File: src/hw/pmsc_defs.vh
// Purpose: Offsets, field positions, reset values and timing for the power status block.
// Assumes: APB with 32-bit data, one aligned word per register.
// Notes:   Included by its bare name.
`ifndef PMSC_DEFS_VH
`define PMSC_DEFS_VH
`define PMSC_OFF_CTRL_ONE   8'h00
`define PMSC_OFF_CTRL_TWO   8'h04
`define PMSC_OFF_OPTS_TWO   8'h08
`define PMSC_DETECT_FLAG    7
`define PMSC_DETECT_ACK     6
`define PMSC_IRQ_EN         5
`define PMSC_RESET_EN       4
`define PMSC_STOP_EN        3
`define PMSC_LOGIC_EN       2
`define PMSC_RSVD_ONE       1
`define PMSC_REF_BUF_EN     0
`define PMSC_WARN_FLAG      7
`define PMSC_WARN_ACK       6
`define PMSC_DETECT_TRIP    5
`define PMSC_WARN_TRIP      4
`define PMSC_RECOV_FLAG     3
`define PMSC_RECOV_ACK      2
`define PMSC_DEEP_SEL       0
`define PMSC_WDOG_CLK_SEL   7
`define PMSC_TIMER_CLK_CFG  6
`define PMSC_RST_STOP_EN    1'h0
`define PMSC_RST_RESET_EN   1'h0
`define PMSC_RST_LOGIC_EN   1'h0
`define PMSC_RST_WDOG_SEL   1'h0
`define PMSC_RST_TIMER_CFG  1'h0
`define PMSC_SYNC_STAGES    2
`endif

File: src/hw/pmsc_top.v
// Purpose: Low-voltage supervision status/control and stop flavour selection behind APB.
// Assumes: Comparator outputs and timer clock pins are asynchronous to pclk.
// Notes:   One wait state on every APB access; por_n only clears power-on-only state.
//
// The APB interface to the registers and the address map were left to the implementer.
`timescale 1ns/1ps
`include "pmsc_defs.vh"
module pmsc_top (
    input  wire        pclk,
    input  wire        presetn,
    input  wire        por_n,
    input  wire        psel,
    input  wire        penable,
    input  wire        pwrite,
    input  wire [7:0]  paddr,
    input  wire [31:0] pwdata,
    input  wire [3:0]  pstrb,
    output reg  [31:0] prdata,
    output reg         pready,
    output reg         pslverr,
    input  wire        undervolt_cmp,
    input  wire        warning_cmp,
    input  wire        in_stop,
    input  wire        deep_stop_wake,
    input  wire        shared_timer_ext_clock,
    input  wire        first_timer_ext_clock,
    input  wire        second_timer_ext_clock,
    output reg         undervolt_irq,
    output reg         undervolt_reset_req,
    output reg         undervolt_detector_on,
    output reg         reference_buffer_enable,
    output reg         undervolt_trip_select,
    output reg         warning_trip_select,
    output reg         deep_stop_select,
    output reg         watchdog_clk_select,
    output reg         timer1_clk,
    output reg         timer2_clk,
    output reg         timer3_clk
);
    reg  [1:0]  uv_sync_q;
    reg  [1:0]  warn_sync_q;
    reg  [2:0]  tclk_meta_q;
    reg  [2:0]  tclk_sync_q;
    reg         detect_flag_q;
    reg         irq_en_q;
    reg         reset_en_q;
    reg         stop_en_q;
    reg         logic_en_q;
    reg         ref_buf_q;
    reg         warn_flag_q;
    reg         detect_trip_q;
    reg         warn_trip_q;
    reg         recov_flag_q;
    reg         deep_sel_q;
    reg         wdog_sel_q;
    reg         timer_cfg_q;
    reg         once_one_q;
    reg         once_two_q;
    reg         once_opts_q;
    reg         once_por_q;
    reg  [31:0] rdata_d;
    reg         hit_d;
    wire        access;
    wire        wr_commit;
    wire        wr_one;
    wire        wr_two;
    wire        wr_opts;
    wire        uv_level;
    wire        warn_level;
    wire        detect_active;

    // Only the low byte lane carries register bits.
    assign access    = psel & penable;
    assign wr_commit = access & pready & pwrite & pstrb[0] & ~pslverr;
    assign wr_one    = wr_commit & (paddr == `PMSC_OFF_CTRL_ONE);
    assign wr_two    = wr_commit & (paddr == `PMSC_OFF_CTRL_TWO);
    assign wr_opts   = wr_commit & (paddr == `PMSC_OFF_OPTS_TWO);
    assign uv_level   = uv_sync_q[1];
    assign warn_level = warn_sync_q[1];
    // Detection is off in stop unless the stop enable keeps it on.
    assign detect_active = logic_en_q & (~in_stop | stop_en_q);

    // The first stage is read only by the second stage.
    always @(posedge pclk or negedge presetn) begin
        if (!presetn) begin
            uv_sync_q   <= 2'h0;
            warn_sync_q <= 2'h0;
            tclk_meta_q <= 3'h0;
            tclk_sync_q <= 3'h0;
        end else begin
            uv_sync_q   <= {uv_sync_q[0], undervolt_cmp};
            warn_sync_q <= {warn_sync_q[0], warning_cmp};
            tclk_meta_q <= {second_timer_ext_clock, first_timer_ext_clock,
                            shared_timer_ext_clock};
            tclk_sync_q <= tclk_meta_q;
        end
    end

    always @* begin
        rdata_d = 32'h0000_0000;
        hit_d   = 1'b1;
        case (paddr)
            `PMSC_OFF_CTRL_ONE: begin
                rdata_d[`PMSC_DETECT_FLAG] = detect_flag_q & logic_en_q;
                rdata_d[`PMSC_IRQ_EN]      = irq_en_q;
                rdata_d[`PMSC_RESET_EN]    = reset_en_q;
                rdata_d[`PMSC_STOP_EN]     = stop_en_q;
                rdata_d[`PMSC_LOGIC_EN]    = logic_en_q;
                rdata_d[`PMSC_REF_BUF_EN]  = ref_buf_q;
            end
            `PMSC_OFF_CTRL_TWO: begin
                rdata_d[`PMSC_WARN_FLAG]   = warn_flag_q;
                rdata_d[`PMSC_DETECT_TRIP] = detect_trip_q;
                rdata_d[`PMSC_WARN_TRIP]   = warn_trip_q;
                rdata_d[`PMSC_RECOV_FLAG]  = recov_flag_q;
                rdata_d[`PMSC_DEEP_SEL]    = deep_sel_q;
            end
            `PMSC_OFF_OPTS_TWO: begin
                rdata_d[`PMSC_WDOG_CLK_SEL]  = wdog_sel_q;
                rdata_d[`PMSC_TIMER_CLK_CFG] = timer_cfg_q;
            end
            default: begin
                hit_d = 1'b0;
            end
        endcase
    end

    // One wait state keeps read data and the answer both straight from flops.
    always @(posedge pclk or negedge presetn) begin
        if (!presetn) begin
            pready  <= 1'b0;
            pslverr <= 1'b0;
            prdata  <= 32'h0000_0000;
        end else begin
            if (access & ~pready) begin
                pready  <= 1'b1;
                pslverr <= ~hit_d;
                prdata  <= pwrite ? 32'h0000_0000 : rdata_d;
            end else begin
                pready  <= 1'b0;
                pslverr <= 1'b0;
            end
        end
    end

    // Reserved bit 1 is not stored, so a stray one written there has no effect.
    always @(posedge pclk or negedge presetn) begin
        if (!presetn) begin
            detect_flag_q <= 1'b0;
            irq_en_q      <= 1'b0;
            reset_en_q    <= `PMSC_RST_RESET_EN;
            stop_en_q     <= `PMSC_RST_STOP_EN;
            logic_en_q    <= `PMSC_RST_LOGIC_EN;
            ref_buf_q     <= 1'b0;
            once_one_q    <= 1'b0;
        end else begin
            if (detect_active & uv_level) begin
                detect_flag_q <= 1'b1;
            end else if (wr_one & pwdata[`PMSC_DETECT_ACK]) begin
                detect_flag_q <= 1'b0;
            end
            if (wr_one) begin
                irq_en_q   <= pwdata[`PMSC_IRQ_EN];
                stop_en_q  <= pwdata[`PMSC_STOP_EN];
                logic_en_q <= pwdata[`PMSC_LOGIC_EN];
                ref_buf_q  <= pwdata[`PMSC_REF_BUF_EN];
                once_one_q <= 1'b1;
            end
            if (wr_one & ~once_one_q) begin
                reset_en_q <= pwdata[`PMSC_RESET_EN];
            end
        end
    end

    always @(posedge pclk or negedge presetn) begin
        if (!presetn) begin
            warn_flag_q  <= 1'b0;
            recov_flag_q <= 1'b0;
            deep_sel_q   <= 1'b0;
            once_two_q   <= 1'b0;
            wdog_sel_q   <= `PMSC_RST_WDOG_SEL;
            timer_cfg_q  <= `PMSC_RST_TIMER_CFG;
            once_opts_q  <= 1'b0;
        end else begin
            // A present warning holds the flag, so the acknowledge loses to it.
            if (warn_level) begin
                warn_flag_q <= 1'b1;
            end else if (wr_two & pwdata[`PMSC_WARN_ACK]) begin
                warn_flag_q <= 1'b0;
            end
            if (deep_stop_wake) begin
                recov_flag_q <= 1'b1;
            end else if (wr_two & pwdata[`PMSC_RECOV_ACK]) begin
                recov_flag_q <= 1'b0;
            end
            if (wr_two & ~once_two_q) begin
                deep_sel_q <= pwdata[`PMSC_DEEP_SEL];
                once_two_q <= 1'b1;
            end
            if (wr_opts) begin
                timer_cfg_q <= pwdata[`PMSC_TIMER_CLK_CFG];
                once_opts_q <= 1'b1;
            end
            if (wr_opts & ~once_opts_q) begin
                wdog_sel_q <= pwdata[`PMSC_WDOG_CLK_SEL];
            end
        end
    end

    // Trip selects survive every reset except power-on.
    always @(posedge pclk or negedge por_n) begin
        if (!por_n) begin
            detect_trip_q <= 1'b0;
            warn_trip_q   <= 1'b0;
            once_por_q    <= 1'b0;
        end else begin
            if (wr_two) begin
                warn_trip_q <= pwdata[`PMSC_WARN_TRIP];
            end
            if (wr_two & ~once_por_q) begin
                detect_trip_q <= pwdata[`PMSC_DETECT_TRIP];
                once_por_q    <= 1'b1;
            end
        end
    end

    // Routed timer clocks are resampled, so they must stay well below pclk/2.
    always @(posedge pclk or negedge presetn) begin
        if (!presetn) begin
            undervolt_irq           <= 1'b0;
            undervolt_reset_req     <= 1'b0;
            undervolt_detector_on   <= 1'b0;
            reference_buffer_enable <= 1'b0;
            undervolt_trip_select   <= 1'b0;
            warning_trip_select     <= 1'b0;
            deep_stop_select        <= 1'b0;
            watchdog_clk_select     <= 1'b0;
            timer1_clk              <= 1'b0;
            timer2_clk              <= 1'b0;
            timer3_clk              <= 1'b0;
        end else begin
            undervolt_irq           <= irq_en_q & logic_en_q & detect_flag_q;
            undervolt_reset_req     <= reset_en_q & logic_en_q & detect_flag_q;
            undervolt_detector_on   <= detect_active;
            reference_buffer_enable <= ref_buf_q;
            undervolt_trip_select   <= detect_trip_q;
            warning_trip_select     <= warn_trip_q;
            deep_stop_select        <= deep_sel_q;
            watchdog_clk_select     <= wdog_sel_q;
            if (timer_cfg_q) begin
                timer1_clk <= tclk_sync_q[1];
                timer2_clk <= tclk_sync_q[2];
                timer3_clk <= tclk_sync_q[0];
            end else begin
                timer1_clk <= tclk_sync_q[0];
                timer2_clk <= tclk_sync_q[0];
                timer3_clk <= tclk_sync_q[0];
            end
        end
    end
endmodule // pmsc_top

File: config.mk
export PLATFORM = sky130hd
export DESIGN_NAME = pmsc_top
export DESIGN_NICKNAME = d
export VERILOG_FILES = /design/src/hw/pmsc_top.v
export VERILOG_INCLUDE_DIRS = /design/src /design/src/hw
export SDC_FILE = /design/constraint.sdc
export NUM_CORES = 1
export LEC_CHECK = 0
export BUFFER_PORTS_ARGS = -buffer_cell sky130_fd_sc_hd__buf_2
export CORE_MARGIN = 2
export CORE_UTILIZATION = 45
export DETAILED_ROUTE_END_ITERATION = 8
export GPL_ROUTABILITY_DRIVEN = 0
export HOLD_SLACK_MARGIN = 0.1
export PLACE_DENSITY = 0.88
export REMOVE_ABC_BUFFERS = 1
export SLEW_MARGIN = 0
export SYNTH_ARGS = -nofsm -noshare
export SYNTH_HDL_FRONTEND = slang
export SYNTH_SLANG_ARGS = --single-unit
File: constraint.sdc
create_clock -name pclk -period 4.14 [get_ports pclk]
set_input_delay 1.035 -clock pclk [delete_from_list [all_inputs] [get_ports pclk]]
set_output_delay 1.035 -clock pclk [all_outputs]
set_load 0.02 [all_outputs]
==> metrics.md <==
| Metric | Value |
|---|---|
| Status | `completed` |
| Die height | `70.7 um` |
| Layout Nets | `267` |
| Pin count of the biggest net entering global routing | `45` |
| Commonest non-fill, non-tap cells in the layout | `buf_2, dfrtp_1, conb_1` |
| N_diodes | `0` |
| Hold depth | `0` |
| Setup TNS | `0 ns` |
| CTS Buffer Depth | `2` |
| P_leak | `1.23 nW` |
| R2R cell count | `3` |
| Clk network pwr share | `37.9%` |
| Starting Density | `46.4%` |
| Seq pwr share | `54.1%` |
| Later-pin clock latency in the skew report | `0.30 ns` |
| Final wirelength | `3400 um` |
| Storage cell area | `1180 um^2` |
| Die width | `70.7 um` |
| Slew Viols, Final | `0` |
| Core Util, Final | `53.2%` |
| Vias in the first global route | `1191` |
| Worst-path clk slew | `0.09 ns` |
| Final period util | `59.1%` |
| Placeable Area | `4320 um^2` |
| YS warnings | `0` |
| Setup-failing EPs final | `0` |
| Crit. End Element | `flop` |
| CTS tree | `built` |
| FP Rows | `24` |
| Hpwl dp | `2520 um` |
| Area growth from synthesis to layout | `14.7%` |
| DR vias | `1293` |
| WHS Endpoint | `uv_sync_q[1]` |
| Critical path type | `in2reg` |
| Seq/Total Area, Yosys | `58.7%` |
| Worst r2r src | `pready` |
| Logic pwr share | `8.0%` |
| Ratio of cells with drive above 1 in the final layout | `37.9%` |
| Post-Syn Area per Cell | `12.4 um^2` |
| Cell area after layout | `2300 um^2` |
| 1st-iter DRT viols | `150` |
| Setup WS post-layout | `1.69 ns` |
| Net Sw Power | `0.202 mW` |
| VDD IR max | `0.000270 V` |
| Mapped Area | `2000 um^2` |
| Area post-placement | `2190 um^2` |
| Flop-to-flop setup slack | `2.24 ns` |
| Leading cell type in the layout, fill and taps excluded | `buf_2` |
| Post-DR vias/cell | `4.92` |
| Min-delay src | `uv_sync_q[0]` |
| First-pass GRT wire length | `5590 um` |
| Final setup skew | `0.00866 ns` |
| Max-cap violations | `0` |
| Setup bufs post-CTS | `0` |
| Crit path required time | `4.32 ns` |
| Routed Antenna Nets | `0` |
| Grt total ovfl | `0` |
| CTS Buf Count | `5` |
| Fillers | `394` |
| Min-Delay Path Class | `reg2reg` |
| Startpoint Class | `input pin` |
| Die ar. | `5000 um^2` |
| Worst path arrival time | `2.63 ns` |
| Max_slew headroom | `37.3%` |
| Setup slack at placement | `1.37 ns` |
| Clk sinks | `47` |
| Pwr Density | `377 nW/um^2` |
| Fmax achieved | `409 MHz` |
| Inst Count DP | `255` |
| Clock root cell | `clkbuf_8` |
| Post-CTS sizing | `0` |
| RSZ-0062 raised after global routing | `false` |
| Gr usage total | `14.4%` |
| Least-Margin Pin Slew | `0.940 ns` |
| Initial antenna violation count | `0` |
| Min cycle time layout | `2.45 ns` |
| Final Non-Filler Cells | `263` |
| Io pins | `102` |
| Synth unique cells | `32` |
| Internal | `0.664 mW` |
| Total power | `0.866 mW` |
| Fin Hold WS | `0.355 ns` |
| Sw Share | `23.3%` |
| RR Endpoint | `prdata[2]` |
| Yosys reg bits | `47` |
| Post-Synthesis Cells | `161` |
| Wire per inst | `12.9 um` |
| # hold bufs at CTS | `0` |
| Worst Path Max Fanout | `11` |
| DRC | `0` |
| Htree depth | `2` |
| I/O Buffers | `48` |
| Detailed Routing Iterations Pass 1 | `4` |
| Multi-input gate area | `682 um^2` |
| Final hold vios | `0` |
## area by class of cell
cell class / count / area share, %
Clock buffer: 5 / 2.99
Clock inverter: 3 / 1.91
Inverter: 6 / 0.980
Multi-Input combinational cell: 102 / 29.7
Sequential cell: 47 / 51.2
Tap cell: 52 / 2.83
Timing Repair Buffer: 48 / 10.5
## cells by family (layout without fill, tap and decap cells)
logic type      count (synthesis)  after routing  synth area share (%)
compound gates                 15             15                  4.99
buf+inv                        36             62                  11.8
flops                          47             47                  58.7
mux                            14             14                  7.62
other cells                     1             25                 0.187
simple gates                   48             48                  16.7
## cell usage after synthesis (all sizes together)
cell type  instances  area, um^2
a32oi              1        8.76
or4b               1        10.0
a31oi              2        12.5
or2                5        31.3
or3b               2        17.5
or4                2        22.5
a31o               1        8.76
o21ai              4        20.0
clkbuf             3        11.3
and3               2        12.5
mux2              10         113
nand2             11        41.3
nand3b             2        15.0
nor4               8        80.1
and2               2        12.5
or4bb              2        22.5
nand4b             3        26.3
a21oi              1        5.00
nor2               3        11.3
or3                3        20.0
nand2b             2        12.5
conb               1        3.75
a211oi             1        7.51
mux2i              4        40.0
dfrtp             47        1180
buf               27         203
o31ai              5        37.5
inv                6        22.5
## critical path: stages
cell	delay, ns
buf_2	0.10
or4_4	0.63
nor4_4	0.47
mux2_2	0.39
## how the worst max path moves through the flow
| stage | from | to | slack (ns) | cells past startpoint |
|---|---|---|---|---|
| after floorplan | paddr[5] | irq_en_q | 1.63 | 3 |
| after global placement | paddr[5] | logic_en_q | 1.39 | 4 |
| after detailed placement | paddr[5] | logic_en_q | 1.37 | 4 |
| after CTS | paddr[5] | logic_en_q | 1.68 | 4 |
| after global routing | penable | prdata[2] | 1.62 | 4 |
| final | paddr[5] | logic_en_q | 1.69 | 4 |
## sequential cells by signal, indices dropped and copies added, names as in the netlist, 2 cells and up
register / flops
prdata: 7
tclk_meta_q: 3
tclk_sync_q: 3
uv_sync_q: 2
warn_sync_q: 2
## per-layer routing
| layer | track usage [%] | part of all wire [%] |
|---|---|---|
| met5 | 0 | 0 |
| met2 | 20.6 | 45 |
| met3 | 4.99 | 9.4 |
| met1 | 20.3 | 43 |
| met4 | 5.45 | 1.7 |
## power by group through the flow
stage          Clock, mW  Combinational (mW)  Sequential (mW)
3_3_place_gp           0              0.0681            0.478
6_report           0.328              0.0694            0.469
4_1_cts            0.336              0.0697            0.469
2_1_floorplan          0              0.0333            0.481
5_1_grt            0.355              0.0765            0.470
3_5_place_dp           0              0.0695            0.478
No activity file was read; power rests on OpenSTA's default activity.
